**src/hdl/cfs_pkg.sv**
```systemverilog
package cfs_pkg;
    // clock and time base
    localparam longint CLK_PERIOD_NS = 10;
    localparam longint SEC_NS = 1_000_000_000;
    localparam longint MINUTE_NS = 60 * SEC_NS;
    localparam longint MINUTE_CYCLES_DFLT = MINUTE_NS / CLK_PERIOD_NS;
    localparam longint DISCHARGE_MIN = 5;
    localparam longint DISCHARGE_CYCLES_DFLT =
        DISCHARGE_MIN * MINUTE_CYCLES_DFLT;
    localparam int TICK_W = 36;
    localparam int HOUR_MIN = 60;

    // alternation cycle and quotas, counted in minutes
    localparam int RT_W = 10;
    localparam int CYCLE_H = 10;
    localparam int QUOTA1_H = 6;
    localparam int QUOTA2_H = 4;
    localparam logic [RT_W-1:0] CYCLE_MIN_DFLT = RT_W'(CYCLE_H * HOUR_MIN);
    localparam logic [RT_W-1:0] QUOTA1_MIN_DFLT = RT_W'(QUOTA1_H * HOUR_MIN);
    localparam logic [RT_W-1:0] QUOTA2_MIN_DFLT = RT_W'(QUOTA2_H * HOUR_MIN);
    localparam logic [RT_W-1:0] RT_ZERO = 10'h000;
    localparam logic [RT_W-1:0] RT_ONE = 10'h001;

    // synchronised pin positions
    localparam int PIN_W = 8;
    localparam int PIN_BREAKER = 0;
    localparam int PIN_DRIVE_RUN = 1;
    localparam int PIN_FAIL1 = 2;
    localparam int PIN_FAIL2 = 3;
    localparam int PIN_AIRFLOW = 4;
    localparam int PIN_FILTER = 5;
    localparam int PIN_DC_LOW = 6;
    localparam int PIN_ENERGIZED = 7;
    localparam logic [PIN_W-1:0] PIN_RST = 8'h00;

    // ec fan speed command
    localparam int SPD_W = 8;
    localparam logic [SPD_W-1:0] SPD_ZERO = 8'h00;
    localparam logic [SPD_W-1:0] SPD_FULL = 8'hff;

    // filter clogged reaction codes
    localparam logic [1:0] FILT_ALARM = 2'h0;
    localparam logic [1:0] FILT_SHUTDOWN = 2'h1;
    localparam logic [1:0] FILT_SPEEDUP = 2'h2;

    typedef enum logic [1:0] {
        COOL_OFF = 2'b00,
        COOL_ON = 2'b01,
        COOL_DISCH = 2'b10
    } cfs_cool_type;
endpackage

```
**src/hdl/cfs_rt_if.sv**
```systemverilog
`timescale 1ns/1ps
interface cfs_rt_if
    import cfs_pkg::*;
    ();
    logic tick;
    logic run;
    logic clear;
    logic [RT_W-1:0] quota;
    logic [RT_W-1:0] count;
    logic expired;
    modport unit (input tick, input run, input clear, input quota,
                  output count, output expired);
    modport ctrl (output tick, output run, output clear, output quota,
                  input count, input expired);
endinterface

```
**src/hdl/cfs_runtime.sv**
```systemverilog
`timescale 1ns/1ps
module cfs_runtime
    import cfs_pkg::*;
(
    input wire logic clock,
    input wire logic reset,
    cfs_rt_if.unit rt
);
    logic [RT_W-1:0] count_ff;
    logic [RT_W-1:0] nxt_count;
    wire step = rt.tick & rt.run & ~rt.expired;

    // minutes of runtime, advancing only while the fan runs
    assign nxt_count = rt.clear ? RT_ZERO :
                       step ? count_ff + RT_ONE : count_ff;

    always_ff @(posedge clock or posedge reset)
    begin
        if (reset)
            count_ff <= RT_ZERO;
        else
            count_ff <= nxt_count;
    end

    assign rt.count = count_ff;
    assign rt.expired = (count_ff >= rt.quota);
endmodule

```
**src/hdl/cfs_supervisor.sv**
```systemverilog
`timescale 1ns/1ps
// Operation
// - cooling starts when breaker closes
// - discharge delay before fans stop
// - ac fans alternate in repeating cycle
// - programmable quotas, default six and four
// - fan one expires, fan two starts
// - intermittent: due fan follows drive pattern
// - one ac fan failed: other runs continuously
// - healthy redundant ec fans both run reduced speed
// - ec fan failed: survivor speeds up
// - ec speed follows inverter current
// - ac fans only on/off, no speed
// - non-redundant airflow trip: alarm, shutdown
// - redundant airflow trip: standby, then shutdown
// - airflow switch used with ac fans only
// - filter trip: alarm plus programmable reaction
// - heaters on exactly while cooling off
// - door locks held while energised
// - doors release only below 50 V
module cfs_supervisor
    import cfs_pkg::*;
#(
    parameter longint MINUTE_CYCLES = MINUTE_CYCLES_DFLT,
    parameter longint DISCHARGE_CYCLES = DISCHARGE_CYCLES_DFLT
)
(
    input wire logic clock,
    input wire logic reset,
    input wire logic main_breaker_closed,
    input wire logic drive_running,
    input wire logic fan1_failed,
    input wire logic fan2_failed,
    input wire logic airflow_switch_trip,
    input wire logic filter_switch_trip,
    input wire logic dc_link_below_50v,
    input wire logic drive_energized,
    input wire logic cfg_redundant,
    input wire logic cfg_ec_fans,
    input wire logic cfg_intermittent,
    input wire logic [RT_W-1:0] cfg_cycle_min,
    input wire logic [RT_W-1:0] cfg_quota1_min,
    input wire logic [RT_W-1:0] cfg_quota2_min,
    input wire logic [1:0] cfg_filter_reaction,
    input wire logic [SPD_W-1:0] cfg_ec_min_speed,
    input wire logic [SPD_W-1:0] inverter_current,
    input wire logic ack_airflow_alarm,
    input wire logic ack_filter_alarm,
    output logic cooling_active,
    output logic [1:0] ac_fan_contactor,
    output logic [1:0] ec_fan_enable,
    output logic [SPD_W-1:0] ec_fan1_speed,
    output logic [SPD_W-1:0] ec_fan2_speed,
    output logic space_heater_on,
    output logic door_lock_engaged,
    output logic drive_shutdown,
    output logic airflow_pressure_alarm,
    output logic filter_clogged_alarm,
    output logic airflow_alarm_event,
    output logic filter_alarm_event
);
    logic [PIN_W-1:0] pin_s1_ff;
    logic [PIN_W-1:0] pin_s2_ff;
    logic [PIN_W-1:0] pin_prev_ff;
    logic [TICK_W-1:0] min_cnt_ff;
    logic tick_ff;
    cfs_cool_type state_ff;
    cfs_cool_type nxt_state;
    logic [TICK_W-1:0] dis_cnt_ff;
    logic [RT_W-1:0] cyc_ff;
    logic sel_ff;
    logic [1:0] trip_bad_ff;
    logic air_alarm_ff;
    logic filt_alarm_ff;
    logic air_evt_ff;
    logic filt_evt_ff;
    logic cool_ff;
    logic [1:0] contactor_ff;
    logic [1:0] ec_en_ff;
    logic [SPD_W-1:0] spd1_ff;
    logic [SPD_W-1:0] spd2_ff;
    logic heater_ff;
    logic door_ff;
    logic shutdown_ff;

    // two-stage synchronisers for all pins
    wire [PIN_W-1:0] pin_raw = {drive_energized, dc_link_below_50v,
        filter_switch_trip, airflow_switch_trip, fan2_failed,
        fan1_failed, drive_running, main_breaker_closed};

    always_ff @(posedge clock or posedge reset)
    begin
        if (reset)
        begin
            pin_s1_ff <= PIN_RST;
            pin_s2_ff <= PIN_RST;
            pin_prev_ff <= PIN_RST;
        end
        else
        begin
            pin_s1_ff <= pin_raw;
            pin_s2_ff <= pin_s1_ff;
            pin_prev_ff <= pin_s2_ff;
        end
    end

    wire breaker = pin_s2_ff[PIN_BREAKER];
    wire drive_run = pin_s2_ff[PIN_DRIVE_RUN];
    wire [1:0] fan_fail = {pin_s2_ff[PIN_FAIL2], pin_s2_ff[PIN_FAIL1]};
    wire air_rise = pin_s2_ff[PIN_AIRFLOW] & ~pin_prev_ff[PIN_AIRFLOW];
    wire filt_rise = pin_s2_ff[PIN_FILTER] & ~pin_prev_ff[PIN_FILTER];
    wire dc_low = pin_s2_ff[PIN_DC_LOW];
    wire energized = pin_s2_ff[PIN_ENERGIZED];

    // minute time base
    wire min_wrap = (min_cnt_ff == TICK_W'(MINUTE_CYCLES - 1));
    wire [TICK_W-1:0] nxt_min_cnt =
        min_wrap ? '0 : min_cnt_ff + TICK_W'(1);

    always_ff @(posedge clock or posedge reset)
    begin
        if (reset)
        begin
            min_cnt_ff <= '0;
            tick_ff <= 1'b0;
        end
        else
        begin
            min_cnt_ff <= nxt_min_cnt;
            tick_ff <= min_wrap;
        end
    end

    // cooling on/off with discharge delay
    wire dis_done = (dis_cnt_ff == TICK_W'(DISCHARGE_CYCLES - 1));
    wire [TICK_W-1:0] nxt_dis_cnt = (state_ff == COOL_DISCH) ?
        dis_cnt_ff + TICK_W'(1) : '0;

    always_comb
    begin
        nxt_state = state_ff;
        unique case (state_ff)
            COOL_OFF:
                if (breaker)
                    nxt_state = COOL_ON;
            COOL_ON:
                if (!breaker)
                    nxt_state = COOL_DISCH;
            COOL_DISCH:
                if (breaker)
                    nxt_state = COOL_ON;
                else if (dis_done)
                    nxt_state = COOL_OFF;
            default:
                nxt_state = COOL_OFF;
        endcase
    end

    always_ff @(posedge clock or posedge reset)
    begin
        if (reset)
        begin
            state_ff <= COOL_OFF;
            dis_cnt_ff <= '0;
        end
        else
        begin
            state_ff <= nxt_state;
            dis_cnt_ff <= nxt_dis_cnt;
        end
    end

    wire cooling_on = (state_ff != COOL_OFF);
    wire nxt_cooling_on = (nxt_state != COOL_OFF);

    // ac fan alternation
    wire ac_alt = cooling_on & cfg_redundant & ~cfg_ec_fans;
    wire [1:0] fan_bad = fan_fail | trip_bad_ff;
    wire one_bad = ^fan_bad;
    wire both_bad = &fan_bad;
    wire [RT_W-1:0] cyc_len =
        (cfg_cycle_min == RT_ZERO) ? CYCLE_MIN_DFLT : cfg_cycle_min;
    wire [RT_W-1:0] quota1 =
        (cfg_quota1_min == RT_ZERO) ? QUOTA1_MIN_DFLT : cfg_quota1_min;
    wire [RT_W-1:0] quota2 =
        (cfg_quota2_min == RT_ZERO) ? QUOTA2_MIN_DFLT : cfg_quota2_min;
    wire cycle_end = ac_alt & tick_ff & (cyc_ff == cyc_len - RT_ONE);
    wire pattern = ~cfg_intermittent | drive_run;
    wire [1:0] sel_dec = {sel_ff, ~sel_ff};
    wire [1:0] alt_run = cooling_on & pattern ? sel_dec : 2'b00;
    wire [1:0] fail_run = cooling_on ? ~fan_bad : 2'b00;
    wire [1:0] red_run = one_bad ? fail_run :
                         both_bad ? 2'b00 : alt_run;
    wire [1:0] single_run = {1'b0, cooling_on & ~fan_bad[0]};
    wire [1:0] ac_run = cfg_ec_fans ? 2'b00 :
                        cfg_redundant ? red_run : single_run;
    wire [1:0] expired;
    wire sel_exp = sel_ff ? expired[1] : expired[0];
    wire oth_exp = sel_ff ? expired[0] : expired[1];
    wire handover = ac_alt & ~one_bad & ~both_bad & sel_exp & ~oth_exp;
    wire [RT_W-1:0] nxt_cyc = cycle_end ? RT_ZERO :
        (ac_alt & tick_ff) ? cyc_ff + RT_ONE : cyc_ff;
    wire nxt_sel = cycle_end ? 1'b0 : handover ? ~sel_ff : sel_ff;

    cfs_rt_if rt_if [2] ();

    genvar g;
    generate
        for (g = 0; g < 2; g++)
        begin : g_rt
            assign rt_if[g].tick = tick_ff;
            assign rt_if[g].run = ac_run[g];
            assign rt_if[g].clear = cycle_end;
            assign rt_if[g].quota = (g == 0) ? quota1 : quota2;
            assign expired[g] = rt_if[g].expired;
            cfs_runtime u_rt (
                .clock(clock),
                .reset(reset),
                .rt(rt_if[g])
            );
        end
    endgenerate

    always_ff @(posedge clock or posedge reset)
    begin
        if (reset)
        begin
            cyc_ff <= RT_ZERO;
            sel_ff <= 1'b0;
        end
        else
        begin
            cyc_ff <= nxt_cyc;
            sel_ff <= nxt_sel;
        end
    end

    // airflow and filter supervision
    wire air_set = air_rise & ~cfg_ec_fans;
    wire filt_set = filt_rise;
    wire [1:0] trip_hit = (air_set & cfg_redundant) ? ac_run : 2'b00;
    wire [1:0] nxt_trip_bad =
        trip_hit | (ack_airflow_alarm ? 2'b00 : trip_bad_ff);
    wire nxt_air = air_set | (air_alarm_ff & ~ack_airflow_alarm);
    wire nxt_filt = filt_set | (filt_alarm_ff & ~ack_filter_alarm);
    wire filt_stop = filt_alarm_ff & (cfg_filter_reaction == FILT_SHUTDOWN);
    wire filt_fast = filt_alarm_ff & (cfg_filter_reaction == FILT_SPEEDUP);
    wire nxt_shutdown =
        (~cfg_redundant & ~cfg_ec_fans & air_alarm_ff) |
        (cfg_redundant & both_bad) |
        (~cfg_redundant & fan_bad[0]) |
        filt_stop;

    always_ff @(posedge clock or posedge reset)
    begin
        if (reset)
        begin
            trip_bad_ff <= 2'b00;
            air_alarm_ff <= 1'b0;
            filt_alarm_ff <= 1'b0;
            air_evt_ff <= 1'b0;
            filt_evt_ff <= 1'b0;
            shutdown_ff <= 1'b0;
        end
        else
        begin
            trip_bad_ff <= nxt_trip_bad;
            air_alarm_ff <= nxt_air;
            filt_alarm_ff <= nxt_filt;
            air_evt_ff <= air_set;
            filt_evt_ff <= filt_set;
            shutdown_ff <= nxt_shutdown;
        end
    end

    // ec fan speed from inverter current
    wire [SPD_W-1:0] half_cur = {1'b0, inverter_current[SPD_W-1:1]};
    wire [SPD_W-1:0] spd_shared = (half_cur > cfg_ec_min_speed) ?
        half_cur : cfg_ec_min_speed;
    wire [SPD_W-1:0] spd_single = (inverter_current > cfg_ec_min_speed) ?
        inverter_current : cfg_ec_min_speed;
    wire ec_one_bad = ^fan_fail;
    wire [SPD_W-1:0] spd_run = filt_fast ? SPD_FULL :
        (cfg_redundant & ~ec_one_bad) ? spd_shared : spd_single;
    wire [1:0] ec_fitted = {cfg_redundant, 1'b1};
    wire [1:0] ec_run = (cfg_ec_fans & cooling_on) ?
        (ec_fitted & ~fan_fail) : 2'b00;
    wire [SPD_W-1:0] nxt_spd1 = ec_run[0] ? spd_run : SPD_ZERO;
    wire [SPD_W-1:0] nxt_spd2 = ec_run[1] ? spd_run : SPD_ZERO;
    wire nxt_door = energized | ~dc_low;

    always_ff @(posedge clock or posedge reset)
    begin
        if (reset)
        begin
            cool_ff <= 1'b0;
            contactor_ff <= 2'b00;
            ec_en_ff <= 2'b00;
            spd1_ff <= SPD_ZERO;
            spd2_ff <= SPD_ZERO;
            heater_ff <= 1'b1;
            door_ff <= 1'b1;
        end
        else
        begin
            cool_ff <= nxt_cooling_on;
            contactor_ff <= ac_run;
            ec_en_ff <= ec_run;
            spd1_ff <= nxt_spd1;
            spd2_ff <= nxt_spd2;
            heater_ff <= ~nxt_cooling_on;
            door_ff <= nxt_door;
        end
    end

    assign cooling_active = cool_ff;
    assign ac_fan_contactor = contactor_ff;
    assign ec_fan_enable = ec_en_ff;
    assign ec_fan1_speed = spd1_ff;
    assign ec_fan2_speed = spd2_ff;
    assign space_heater_on = heater_ff;
    assign door_lock_engaged = door_ff;
    assign drive_shutdown = shutdown_ff;
    assign airflow_pressure_alarm = air_alarm_ff;
    assign filter_clogged_alarm = filt_alarm_ff;
    assign airflow_alarm_event = air_evt_ff;
    assign filter_alarm_event = filt_evt_ff;
endmodule

```
**config.mk**
```make
export PLATFORM = sky130hd
export DESIGN_NAME = cfs_supervisor
export DESIGN_NICKNAME = d
export VERILOG_FILES = /design/src/hdl/cfs_pkg.sv /design/src/hdl/cfs_rt_if.sv /design/src/hdl/cfs_runtime.sv /design/src/hdl/cfs_supervisor.sv
export SDC_FILE = /design/constraint.sdc
export NUM_CORES = 1
export LEC_CHECK = 0
export BUFFER_PORTS_ARGS = -buffer_cell sky130_fd_sc_hd__buf_2
export CAP_MARGIN = 20
export CORE_ASPECT_RATIO = 1.5
export CORE_UTILIZATION = 50
export CTS_CLUSTER_DIAMETER = 40
export DETAILED_ROUTE_END_ITERATION = 16
export PLACE_DENSITY = 0.78
export SYNTH_ARGS = -nofsm -noshare
export SYNTH_HDL_FRONTEND = slang
export SYNTH_SLANG_ARGS = --single-unit
```
**constraint.sdc**
```tcl
create_clock -name clock -period 6.04 [get_ports clock]
set_clock_uncertainty 0.15 [all_clocks]
set_input_delay 0.302 -clock clock [delete_from_list [all_inputs] [get_ports clock]]
set_output_delay 0.302 -clock clock [all_outputs]
set_load 0.02 [all_outputs]
```
==> flow_summary.json <==
{
  "endpoint_kind": "flop",
  "finalHoldViolCount": 0,
  "finalSetupTns_ns": 0,
  "grt_pass1_wl_mm": 31.5,
  "r2r_end": "g_rt[0].u_rt.rt.count[4]$_DFFE_PP0P_",
  "slew_headroom": 0.288,
  "powerDensity_nw_per_um2": 235,
  "area_delta_synth_final_pct": 15.3,
  "finalWirelength_mm": 19.0,
  "ys_ff_latch": 154,
  "initial_core_util": 0.511,
  "cp-startpoint": "cfg_quota1_min[4]",
  "synth_cells": 902,
  "arrival_ns": 3.64,
  "design_area_um2": 9830,
  "grt_use_total": 0.224,
  "drv_slew": 0,
  "worst_path_max_delay_cell": "nor4_1",
  "dp_hpwl_mm": 13.6,
  "yosysWarnings": 0,
  "cp-start-kind": "input port",
  "cts_buffers": 17,
  "rsz0062_at_grt": "no",
  "detail_route.first_pass.iterations": 11,
  "setup_viol": 0,
  "io_pins": 91,
  "postPlaceCellArea_um2": 9140,
  "cts-root-buf": "clkbuf_16",
  "fmax_mhz": 290,
  "critPathRequiredTime_ns": 6.23,
  "maxCapViolCount": 0,
  "crit_chain": "buf_2, or4_1, nor4_1, nor2_1, ha_1, a22o_1, o41ai_1, a21oi_1, buf_4, or4_1, a21oi_1",
  "h-tree-depth": 4,
  "p_switching_uw": 595,
  "dieArea_um2": 17600,
  "overflow": 0,
  "worst_pin_slew_ns": 1.06,
  "synthFlopType": "dfrtp_1",
  "wl_met1_mm": 8.03,
  "setup.worst_path.class": "in2reg",
  "top_layer": "met4",
  "post-cts-setup-buffer-count": 0,
  "cp_max_fo": 14,
  "nNetsFinal": 1101,
  "met2_length_mm": 9.79,
  "grt_antenna_before_repair": 0,
  "num_rows": 58,
  "synth-edff-count": 0,
  "whs_ns": 0.0311,
  "die_x_um": 109,
  "cts_buffer_depth": 2,
  "min_period_ns": 3.45,
  "worstHoldPathType": "in2reg",
  "violations": "design-rule violations",
  "drt_iter0_drc": 582,
  "final_antenna_net_count": 0,
  "syn-cell-area_um2": 8520,
  "leakage_uw": 0.00449,
  "cp.depth": 11,
  "drc": 2,
  "cts.clk_slew.worst_paths_ns": 0.06,
  "numClockSinks": 154,
  "viasPerCell": 5.83,
  "gp_congestion": 0.896,
  "cts_tree": "yes",
  "grt_pass1_vias": 6879,
  "grt_max_degree": 80,
  "diodes": 0,
  "drive_gt1_frac": 0.146,
  "wire_per_inst_um": 15.6,
  "cellInternalPower_uw": 1710,
  "pwr-share-clk": 0.449,
  "crit_family": "simple AND/OR/NAND/NOR gates",
  "dr_total_vias": 7101,
  "seq_power_share": 0.459,
  "syn_nets": 1008,
  "r2r_slack_ns": 2.61,
  "avgSynthCellArea_um2": 9.45,
  "critPathCapture": "g_rt[0].u_rt.rt.count[4]$_DFFE_PP0P_",
  "yosysSeqAreaShare": 0.453,
  "p_comb_frac": 0.092,
  "reg2reg_from": "pin_s2_ff[2]$_DFF_PP0_",
  "insertion_delay_ns": 0.42,
  "postSynth.asyncResetShare": 1.00,
  "worst_path_largest_cell_delay_ns": 0.56,
  "synth_cell_type_count": 61,
  "swShare": 0.258,
  "status": "finished, violations left",
  "wl_met3_um": 707,
  "die_h_um": 162,
  "core_area_um2": 16700,
  "period_share": 0.571,
  "reg2reg_depth": 9,
  "portBuffers": 90,
  "cp_num_buf_inv": 2,
  "irDropWorstVdd_mv": 0.164
}
## logic make-up after synthesis
logic type               count (synthesis)  synth area share
AND/OR/NAND/NOR                        388             0.236
flip-flops                             154             0.453
AO/OA/AOI/OAI                          151             0.115
XOR/XNOR                                81            0.0849
buffers and inverters                   73            0.0339
adder cells (fa/ha/maj)                 44            0.0643
multiplexers                            11            0.0139
## per-layer routing
| layer | global-route usage | vias up |
|---|---|---|
| li1 | - | 3414 |
| met5 | 0 | - |
| met1 | 0.268 | 3462 |
| met2 | 0.396 | 184 |
| met3 | 0.0381 | 41 |
| met4 | 0.0860 | 0 |
## cell type report
type | instances | area, µm²
multi-input combinational | 675 | 4390
sequential | 154 | 3860
clock inverter | 14 | 138
tap | 210 | 263
timing repair buffer | 104 | 581
clock buffer | 18 | 439
inverter | 43 | 166
fill | 1439 | 6860
## repair_timing
action,CTS,global route
hold buffers,10,0
hold endpoints to repair,82,0
resized for setup,0,0
## power groups by stage
stage                     combinational, µW  clock (µW)  sequential (µW)
after floorplan                         122           0             1090
after global placement                  203           0             1080
after detailed placement                207           0             1080
after CTS                               213        1050             1060
after global routing                    237        1100             1060
final                                   213        1040             1060
## how the worst min path moves through the flow
stage	start	endpoint	slack [ns]	cells past startpoint
floorplan	pin_s1_ff[0]$_DFF_PP0_	pin_s2_ff[0]$_DFF_PP0_	0.18	0
global placement	pin_s1_ff[6]$_DFF_PP0_	pin_s2_ff[6]$_DFF_PP0_	0.18	0
detailed placement	pin_s1_ff[0]$_DFF_PP0_	pin_s2_ff[0]$_DFF_PP0_	0.19	0
CTS	cfg_redundant	drive_shutdown$_DFF_PP0_	0.02	2
global route	cfg_redundant	drive_shutdown$_DFF_PP0_	0.03	2
finish	cfg_redundant	drive_shutdown$_DFF_PP0_	0.03	2
## cells in the final DEF (no fill, tap or decap), drive strengths merged, types with 26 or more instances in the layout
cell type / Yosys / routed
xnor2: 31 / 31
inv: 43 / 49
buf: 6 / 94
nor2: 116 / 116
a21oi: 49 / 49
nand4: 30 / 30
nand3: 35 / 35
nand2: 67 / 67
o21ai: 26 / 26
xor2: 49 / 49
dfrtp: 152 / 152
nor4: 26 / 26
ha: 43 / 43
## cell usage after synthesis, drive strengths merged (6+ instances only)
cell	instances	area, µm²
ha	43	538
dfrtp	152	3800
xor2	49	429
and4	7	61.3
and2	7	43.8
o31ai	14	105
or3	13	81.3
mux2	7	78.8
nor2	116	435
o211ai	20	150
xnor2	31	272
nor2b	7	43.8
nand2b	10	62.6
or4	16	120
nor3b	8	60.1
o21a	6	45.0
buf	6	36.3
nand3	35	175
a21oi	49	245
nor4	26	181
nor3	9	45.0
inv	43	161
a211oi	10	75.1
nand4	30	188
nand2	67	251
and3	22	138
clkbuf	24	91.3
o21ai	26	130
## flip-flops by register name (all words and copies together) (netlist names), 8 cells and up
signal              flops
pin_s2_ff               8
cyc_ff                 10
ec_fan1_speed           8
ec_fan2_speed           8
pin_s1_ff               8
min_cnt_ff             36
g_rt.u_rt.rt.count     20
dis_cnt_ff             36
## per-stage QoR
step | worst slack, ns | utilization | std cells | power [µW]
after floorplan | 1.44 | - | 902 | 1210
after detailed placement | 2.08 | 0.548 | 1175 | 1290
final | 2.59 | 0.589 | 1218 | 2310
after global routing | 2.31 | 0.589 | 1218 | 2390
after CTS | 2.50 | 0.588 | 1217 | 2320
after global placement | 2.22 | 0.548 | 1175 | 1280
Note: power is estimated with default switching activity, not from simulation.
